==> config.mk <==
export PLATFORM = sky130hd
export DESIGN_NAME = bad_bit_unit
export DESIGN_NICKNAME = d
export VERILOG_FILES = /design/src/rtl/bad_pkg.sv /design/src/rtl/bad_bit_unit.sv /design/src/rtl/bad_addr_decode.sv
export SDC_FILE = /design/constraint.sdc
export NUM_CORES = 1
export LEC_CHECK = 0
export BUFFER_PORTS_ARGS = -buffer_cell sky130_fd_sc_hd__buf_2
export CAP_MARGIN = 5
export CORE_MARGIN = 4
export CORE_UTILIZATION = 35
export CTS_BUF_LIST = sky130_fd_sc_hd__clkbuf_8
export CTS_CLUSTER_DIAMETER = 30
export DETAILED_ROUTE_END_ITERATION = 12
export GPL_TIMING_DRIVEN = 0
export MAX_ROUTING_LAYER = met4
export PLACE_DENSITY = 0.52
export REMOVE_ABC_BUFFERS = 1
export SYNTH_ARGS = -nofsm -noshare
export SYNTH_HDL_FRONTEND = slang
export SYNTH_HIERARCHICAL = 1
export SYNTH_SLANG_ARGS = --single-unit
export TNS_END_PERCENT = 5
==> constraint.sdc <==
create_clock -name clock_i -period 13.6 [get_ports clock_i]
set_input_delay 0 -clock clock_i [delete_from_list [all_inputs] [get_ports clock_i]]
set_output_delay 0 -clock clock_i [all_outputs]
set_load 0.01 [all_outputs]
==> src/rtl/bad_pkg.sv <==
// constants, operation codes and lookups for the bit address decode unit
package bad_pkg;

  // ---------------------------------------------------------------
  // address map
  // ---------------------------------------------------------------
  localparam int          NUM_RAM_BYTES = 16;
  localparam int          NUM_SFR       = 11;
  localparam int          GROUP_SEL_POS = 7;
  localparam logic [7:0]  RAM_BIT_BASE  = 8'h20;
  localparam logic [7:0]  RAM_BIT_LAST  = 8'h2F;
  localparam logic [2:0]  CARRY_POS     = 3'h7;
  localparam logic [3:0]  SFR_NONE      = 4'hF;

  // special register byte addresses, index order
  localparam logic [7:0] ADDR_PORT0  = 8'h80;
  localparam logic [7:0] ADDR_TIMER  = 8'h88;
  localparam logic [7:0] ADDR_PORT1  = 8'h90;
  localparam logic [7:0] ADDR_SERIAL = 8'h98;
  localparam logic [7:0] ADDR_PORT2  = 8'hA0;
  localparam logic [7:0] ADDR_IEN    = 8'hA8;
  localparam logic [7:0] ADDR_PORT3  = 8'hB0;
  localparam logic [7:0] ADDR_IPRI   = 8'hB8;
  localparam logic [7:0] ADDR_STATUS = 8'hD0;
  localparam logic [7:0] ADDR_ARITH  = 8'hE0;
  localparam logic [7:0] ADDR_SECOND = 8'hF0;

  localparam logic [3:0] IDX_IEN    = 4'h5;
  localparam logic [3:0] IDX_IPRI   = 4'h7;
  localparam logic [3:0] IDX_STATUS = 4'h8;

  // implemented bits; missing ones read zero
  localparam logic [7:0] IEN_IMPL_MASK  = 8'h9F;
  localparam logic [7:0] IPRI_IMPL_MASK = 8'h1F;
  localparam logic [7:0] FULL_MASK      = 8'hFF;
  localparam logic [7:0] SFR_RESET      = 8'h00;
  localparam logic [7:0] RAM_RESET      = 8'h00;

  // instruction lengths in bytes
  localparam logic [1:0] LEN_CARRY  = 2'h1;
  localparam logic [1:0] LEN_BIT    = 2'h2;
  localparam logic [1:0] LEN_BRANCH = 2'h3;

  // ---------------------------------------------------------------
  // operations presented by the core sequencer
  // ---------------------------------------------------------------
  typedef enum logic [3:0] {
    OP_NONE               = 4'h0,
    OP_SET_CARRY          = 4'h1,
    OP_CLEAR_CARRY        = 4'h2,
    OP_INVERT_CARRY       = 4'h3,
    OP_SET_BIT_OP         = 4'h4,
    OP_CLEAR_BIT_OP       = 4'h5,
    OP_INVERT_BIT_OP      = 4'h6,
    OP_AND_INTO_CARRY     = 4'h7,
    OP_AND_NOT_INTO_CARRY = 4'h8,
    OP_OR_INTO_CARRY      = 4'h9,
    OP_OR_NOT_INTO_CARRY  = 4'hA,
    OP_TRANSFER_TO_CARRY  = 4'hB,
    OP_TRANSFER_TO_BIT    = 4'hC,
    OP_BRANCH_IF_SET      = 4'hD,
    OP_BRANCH_IF_CLEAR    = 4'hE,
    OP_BRANCH_SET_CLEAR   = 4'hF
  } bad_op_t;

  // ---------------------------------------------------------------
  // lookups
  // ---------------------------------------------------------------
  // byte address to special register index, SFR_NONE if absent
  function automatic logic [3:0] sfr_index(input logic [7:0] addr);
    case (addr)
      ADDR_PORT0:  sfr_index = 4'h0;
      ADDR_TIMER:  sfr_index = 4'h1;
      ADDR_PORT1:  sfr_index = 4'h2;
      ADDR_SERIAL: sfr_index = 4'h3;
      ADDR_PORT2:  sfr_index = 4'h4;
      ADDR_IEN:    sfr_index = IDX_IEN;
      ADDR_PORT3:  sfr_index = 4'h6;
      ADDR_IPRI:   sfr_index = IDX_IPRI;
      ADDR_STATUS: sfr_index = IDX_STATUS;
      ADDR_ARITH:  sfr_index = 4'h9;
      ADDR_SECOND: sfr_index = 4'hA;
      default:     sfr_index = SFR_NONE;
    endcase
  endfunction : sfr_index

  // mask of bits that hold storage in a special register
  function automatic logic [7:0] sfr_mask(input logic [3:0] idx);
    case (idx)
      IDX_IEN:  sfr_mask = IEN_IMPL_MASK;
      IDX_IPRI: sfr_mask = IPRI_IMPL_MASK;
      default:  sfr_mask = FULL_MASK;
    endcase
  endfunction : sfr_mask

  // encoded length of each operation
  function automatic logic [1:0] op_length(input bad_op_t op);
    case (op)
      OP_SET_CARRY, OP_CLEAR_CARRY, OP_INVERT_CARRY: op_length = LEN_CARRY;
      OP_BRANCH_IF_SET, OP_BRANCH_IF_CLEAR, OP_BRANCH_SET_CLEAR:
        op_length = LEN_BRANCH;
      default: op_length = LEN_BIT;
    endcase
  endfunction : op_length

endpackage : bad_pkg

==> src/rtl/bad_bit_unit.sv <==
// bit processor: bit address decode, bit storage and single-bit ops
`timescale 1ns/1ns
`default_nettype none
module bad_bit_unit
  import bad_pkg::*;
(
  input  wire logic        clock_i,
  input  wire logic        rst_b_i,
  input  wire logic        op_valid_i,
  input  wire bad_op_t     op_code_i,
  input  wire logic [7:0]  bit_addr_i,
  input  wire logic [7:0]  disp_i,
  input  wire logic [15:0] next_pc_i,
  input  wire logic [7:0]  byte_addr_i,
  input  wire logic        byte_wr_i,
  input  wire logic [7:0]  byte_wdata_i,
  output logic      [7:0]  byte_rdata_o,
  output logic             op_done_o,
  output logic      [1:0]  instr_len_o,
  output logic             branch_taken_o,
  output logic      [15:0] branch_target_o,
  output logic             bit_value_o,
  output logic             carry_o
);

  // ---------------------------------------------------------------
  // state
  // ---------------------------------------------------------------
  typedef struct packed {
    logic [NUM_RAM_BYTES-1:0][7:0] ram;
    logic [NUM_SFR-1:0][7:0]       sfr;
    logic                          done;
    logic                          taken;
    logic [15:0]                   target;
    logic                          bit_val;
    logic [7:0]                    rd_data;
    logic [1:0]                    len;
  } bad_state_t;

  bad_state_t q;
  bad_state_t next_q;
  logic [1:0] rst_pipe;
  logic       rst_n;

  // reset release through two flops
  always_ff @(posedge clock_i or negedge rst_b_i) begin
    if (!rst_b_i) begin
      rst_pipe <= 2'h0;
    end else begin
      rst_pipe <= {rst_pipe[0], 1'b1};
    end
  end
  assign rst_n = rst_pipe[1];

  // ---------------------------------------------------------------
  // address decode
  // ---------------------------------------------------------------
  logic [7:0] dec_byte;
  logic [2:0] dec_pos;
  logic       dec_ram;
  logic       dec_ok;

  bad_addr_decode u_decode (
    .bit_addr_i    (bit_addr_i),
    .byte_addr_o   (dec_byte),
    .bit_pos_o     (dec_pos),
    .is_ram_o      (dec_ram),
    .implemented_o (dec_ok)
  );

  // ---------------------------------------------------------------
  // byte access helpers
  // ---------------------------------------------------------------
  // true when address falls in the bit RAM block
  function automatic logic in_ram(input logic [7:0] addr);
    in_ram = (addr >= RAM_BIT_BASE) && (addr <= RAM_BIT_LAST);
  endfunction : in_ram

  // byte read; reserved and absent addresses read zero
  function automatic logic [7:0] read_byte(input bad_state_t s,
                                           input logic [7:0] addr);
    logic [3:0] idx;
    idx = sfr_index(addr);
    if (in_ram(addr)) begin
      read_byte = s.ram[addr[3:0]];
    end else if (idx != SFR_NONE) begin
      read_byte = s.sfr[idx] & sfr_mask(idx);
    end else begin
      read_byte = 8'h00;
    end
  endfunction : read_byte

  // byte write; absent addresses and bits take nothing
  function automatic bad_state_t write_byte(input bad_state_t s,
                                            input logic [7:0] addr,
                                            input logic [7:0] data);
    logic [3:0] idx;
    bad_state_t r;
    idx = sfr_index(addr);
    r   = s;
    if (in_ram(addr)) begin
      r.ram[addr[3:0]] = data;
    end else if (idx != SFR_NONE) begin
      r.sfr[idx] = data & sfr_mask(idx);
    end
    write_byte = r;
  endfunction : write_byte

  // ---------------------------------------------------------------
  // operation execute
  // ---------------------------------------------------------------
  logic [7:0] old_byte;
  logic [7:0] new_byte;
  logic       old_bit;
  logic       carry;
  logic       new_carry;
  logic       wr_bit;
  logic       new_bit;
  logic       take;

  // next state from the operation or the byte port
  always_comb begin
    next_q    = q;
    old_byte  = read_byte(q, dec_byte);
    old_bit   = old_byte[dec_pos];
    carry     = q.sfr[IDX_STATUS][CARRY_POS];
    new_carry = carry;
    wr_bit    = 1'b0;
    new_bit   = old_bit;
    take      = 1'b0;
    case (op_code_i)
      OP_SET_CARRY:          new_carry = 1'b1;
      OP_CLEAR_CARRY:        new_carry = 1'b0;
      OP_INVERT_CARRY:       new_carry = !carry;
      OP_SET_BIT_OP: begin
        wr_bit  = 1'b1;
        new_bit = 1'b1;
      end
      OP_CLEAR_BIT_OP: begin
        wr_bit  = 1'b1;
        new_bit = 1'b0;
      end
      OP_INVERT_BIT_OP: begin
        wr_bit  = 1'b1;
        new_bit = !old_bit;
      end
      OP_AND_INTO_CARRY:     new_carry = carry & old_bit;
      OP_AND_NOT_INTO_CARRY: new_carry = carry & !old_bit;
      OP_OR_INTO_CARRY:      new_carry = carry | old_bit;
      OP_OR_NOT_INTO_CARRY:  new_carry = carry | !old_bit;
      OP_TRANSFER_TO_CARRY:  new_carry = old_bit;
      OP_TRANSFER_TO_BIT: begin
        wr_bit  = 1'b1;
        new_bit = carry;
      end
      OP_BRANCH_IF_SET:      take = old_bit;
      OP_BRANCH_IF_CLEAR:    take = !old_bit;
      OP_BRANCH_SET_CLEAR: begin
        take    = old_bit;
        wr_bit  = old_bit;
        new_bit = 1'b0;
      end
      default: ;
    endcase
    new_byte          = old_byte;
    new_byte[dec_pos] = new_bit;
    next_q.done    = op_valid_i;
    next_q.taken   = op_valid_i && take;
    next_q.target  = next_pc_i + {{8{disp_i[7]}}, disp_i};
    next_q.len     = op_length(op_code_i);
    next_q.bit_val = old_bit;
    next_q.rd_data = read_byte(q, byte_addr_i);
    if (op_valid_i) begin
      next_q.sfr[IDX_STATUS][CARRY_POS] = new_carry;
      if (wr_bit && dec_ok) begin
        next_q = write_byte(next_q, dec_byte, new_byte);
      end
    end else if (byte_wr_i) begin
      next_q = write_byte(next_q, byte_addr_i, byte_wdata_i);
    end
  end

  // state register
  always_ff @(posedge clock_i or negedge rst_n) begin
    if (!rst_n) begin
      q.ram     <= {NUM_RAM_BYTES{RAM_RESET}};
      q.sfr     <= {NUM_SFR{SFR_RESET}};
      q.done    <= 1'b0;
      q.taken   <= 1'b0;
      q.target  <= 16'h0000;
      q.bit_val <= 1'b0;
      q.rd_data <= 8'h00;
      q.len     <= LEN_CARRY;
    end else begin
      q <= next_q;
    end
  end

  // outputs
  assign byte_rdata_o    = q.rd_data;
  assign op_done_o       = q.done;
  assign instr_len_o     = q.len;
  assign branch_taken_o  = q.taken;
  assign branch_target_o = q.target;
  assign bit_value_o     = q.bit_val;
  assign carry_o         = q.sfr[IDX_STATUS][CARRY_POS];
endmodule : bad_bit_unit
`default_nettype wire

==> src/rtl/bad_addr_decode.sv <==
// direct bit address to byte address and bit position
`timescale 1ns/1ns
`default_nettype none
module bad_addr_decode
  import bad_pkg::*;
(
  input  wire logic [7:0] bit_addr_i,
  output logic      [7:0] byte_addr_o,
  output logic      [2:0] bit_pos_o,
  output logic            is_ram_o,
  output logic            implemented_o
);

  // ---------------------------------------------------------------
  // decode
  // ---------------------------------------------------------------
  logic [3:0] idx;
  logic [7:0] impl_mask;

  // group choice, byte address and position
  always_comb begin
    is_ram_o  = !bit_addr_i[GROUP_SEL_POS];
    bit_pos_o = bit_addr_i[2:0];
    if (is_ram_o) begin
      byte_addr_o = RAM_BIT_BASE + {4'h0, bit_addr_i[6:3]};
    end else begin
      byte_addr_o = {bit_addr_i[7:3], 3'h0};
    end
    idx = sfr_index(byte_addr_o);
    impl_mask = sfr_mask(idx);
    implemented_o = is_ram_o ||
                    ((idx != SFR_NONE) && impl_mask[bit_pos_o]);
  end

endmodule : bad_addr_decode
`default_nettype wire

==> metrics.txt <==
Fmax 137 MHz; area of the core 47600 µm²; Synth-to-Final Area Change 19.2%; worst slack at placement 5.97 ns; post-synthesis sequential area ratio 35.9%; r2r endpoint q[43]$_DFFE_PN0P_; largest cells by area after synthesis dfrtp_1 36%, mux4_2 9.1%, a21oi_1 6.3%; Syn. warnings 6; die area 51700 µm²; worst-path maximum fanout 39; pins over their slew limit 0; Mapped Area 16900 µm²; worst setup path endpoint q[43]$_DFFE_PN0P_; top_reg_cell synth dfrtp_1; Worst Setup End Kind flip-flop; Final ANT Viol Nets 0; PostCTS Resize Cnt 0; Final Cell Area 20100 µm²; GRT Total Usage 28.5%; Worst-Margin Slew 1.45 ns; Hold Slack 0.0634 ns; CTS sink count 242; vias in the first global route 16096; CTS tree yes; data arrival time of the critical path 7.82 ns; WP data required 14.13 ns; Post-synth EDFFs 0; final setup vio count 0; status completed; Die H 227 µm; crit path kind in -> reg; cell depth of the worst flop-to-flop path 12; Clock Skew 0.0472 ns; HP Class in -> reg; Overflow after GRT 0; Nets 2021; Final HPWL DP 49.8 mm; r2r startpoint q[69]$_DFFE_PN0P_; Slew HR 3.54%; Worst Setup SP bit_addr_i[7]; PortBufs 85; starting density of the core 35.4%; io pins 86; Pleak 8.22 nW; total of max-cap violations 0; Mean Syn Cell Area 9.11 µm²; Final min period 7.29 ns; final setup TNS 0 ns; peak supply drop 0.0000900 V; Vias/cell 6.26; register bit total from synthesis 242; Final Hold Viols 0; number of CTS-inserted buffers 76; Setup Buffers After CTS 0; RSZ-0062 raised after global routing no; CTS root buf clkbuf_8; count of different cell masters after synthesis 98; Cells after Synth 1850; clock latency on the worst-skew pair 0.69 ns; final worst slack 6.31 ns; Final Non-Filler Cells 2626; clk buf depth 3; Pre-Repair DR Iteration Count 6; H-tree depth 3; initial antenna violation count 2; Worst-path clk slew 0.05 ns; Design Power 2.85 mW; first-pass GRT wire length 106 mm; cell taking the most area after synthesis dfrtp_1; Async S/R FF share, synth 100%; R2R setup slack 8.02 ns; DRC 0; PwrDens 142 nW/µm²; Avg WL per Cell 27.6 µm; area share of the largest cell type after synthesis 35.8%; part of the cycle the worst path needs 53.6%; layout cells sized above 1 24.0%; final core utilization 42.2%; Die X 227 µm; GP Congestion 0.990; crit start category input port; # rows 80; DR vias 16429; final wirelength 72.6 mm; dpl cell area 17600 µm²; Placed Cells 2412; First DRT Iteration DRCs 1862; pin count of the biggest net entering global routing 67
## cell type report
class	count	area, µm²
multi-input cells	1407	9820
repair buffers	200	1630
flip-flops and latches	242	6060
inverters	22	82.6
clock inverters	51	527
well taps	615	769
fillers	4708	27600
clock buffers	87	1200
diodes	2	5.00
## registers in the layout, indices dropped and copies added, names as in the netlist
| signal | flops |
|---|---|
| op_done_o | 1 |
| q | 210 |
| rst_pipe | 2 |
| instr_len_o | 2 |
| branch_target_o | 16 |
| carry_o | 1 |
| branch_taken_o | 1 |
| bit_value_o | 1 |
| byte_rdata_o | 8 |
## cell usage after synthesis, types with 7 or more instances
cell,n
o21ai_0,85
o22ai_1,66
buf_4,37
a22oi_1,16
o211ai_1,17
nand3_1,46
a222oi_1,11
nor2_1,249
or3_1,7
and2_1,9
o221ai_1,18
o32ai_1,8
mux4_2,68
xnor2_1,8
ha_1,15
a21o_1,10
a32oi_1,9
nand2_1,149
mux2i_1,12
nor3_1,33
a2bb2oi_1,7
a211oi_1,11
nand4_1,8
buf_2,26
buf_6,18
o21ai_1,7
clkbuf_1,85
dfrtp_1,241
a21oi_1,212
buf_1,13
a21oi_2,19
and3_1,18
nand2b_1,13
o21a_1,14
inv_1,20
mux2_2,90
nor2b_1,27
a31oi_1,16
o22a_1,14
## power breakdown
part | internal (mW) | switching [mW]
registers | 0.855 | 0.113
logic | 0.288 | 0.369
clock network | 0.765 | 0.456
total | 1.91 | 0.938
## worst max-delay path: stages
cell	delay (ns)
buf_2	0.38
and2b_4	0.39
buf_16	0.25
nor4b_1	0.57
nand2_1	0.51
nand2_1	0.91
mux2i_1	0.29
o2111ai_1	0.34
o21ai_0	0.20
a211oi_1	0.36
nand4_2	0.20
inv_2	0.24
a31o_1	1.15
nand4_1	0.72
a22oi_2	0.82
mux2_2	0.41
## layout by cell type (no fill, tap or decap), drive strengths merged, types with 10 or more instances in the layout
cell type / instances
nand4: 10
nand2b: 13
and2: 11
ha: 15
o211ai: 17
nand2: 149
a31oi: 17
a22oi: 17
dlygate4sd3: 71
o221ai: 18
o22a: 14
clkbuf: 87
nor2b: 27
clkinv: 27
dfrtp: 241
a21oi: 231
inv: 35
mux2: 92
a222oi: 11
mux4: 68
nor3: 34
o21ai: 92
and3: 18
a211oi: 12
buf: 129
nand3: 46
o22ai: 67
nor2: 250
a21o: 10
mux2i: 12
o21a: 14
## kinds of logic (layout without fill, tap and decap cells)
group                    Yosys count  after routing  synth area share (%)
AND/OR/NAND/NOR                  603            603                  16.7
multiplexers                     172            172                  16.0
flip-flops                       242            242                  35.9
other                              1              3                0.0222
XOR/XNOR                          11             11                 0.572
adder cells (fa/ha/maj)           16             16                  1.23
buffers and inverters            201            360                  6.29
AO/OA/AOI/OAI                    604            604                  23.3
## worst min path at each step
| stage | start | end | depth (start not counted) |
|---|---|---|---|
| floorplan | rst_b_i | rst_pipe[0]$_DFF_PN0_ | 0 |
| global placement | rst_b_i | rst_pipe[0]$_DFF_PN0_ | 1 |
| detailed placement | rst_b_i | rst_pipe[0]$_DFF_PN0_ | 1 |
| CTS | byte_addr_i[4] | q[50]$_DFFE_PN0P_ | 4 |
| global route | byte_addr_i[4] | q[52]$_DFFE_PN0P_ | 4 |
| finish | byte_addr_i[4] | q[50]$_DFFE_PN0P_ | 4 |
## repair_timing
action / CTS / global route
setup endpoints to repair: 0 / 0
endpoints found under the hold margin: 54 / 0
hold buffers: 71 / 0
## per-layer routing
metal / wire length (µm) / vias to the layer above / GRT usage (%)
met5: 0 / - / -
met4: 4000 / 0 / 13.9
met3: 5960 / 207 / 6.01
met2: 33500 / 869 / 43.5
met1: 29100 / 8217 / 36.2
li1: - / 7136 / -
No activity file was read; power rests on OpenSTA's default activity.
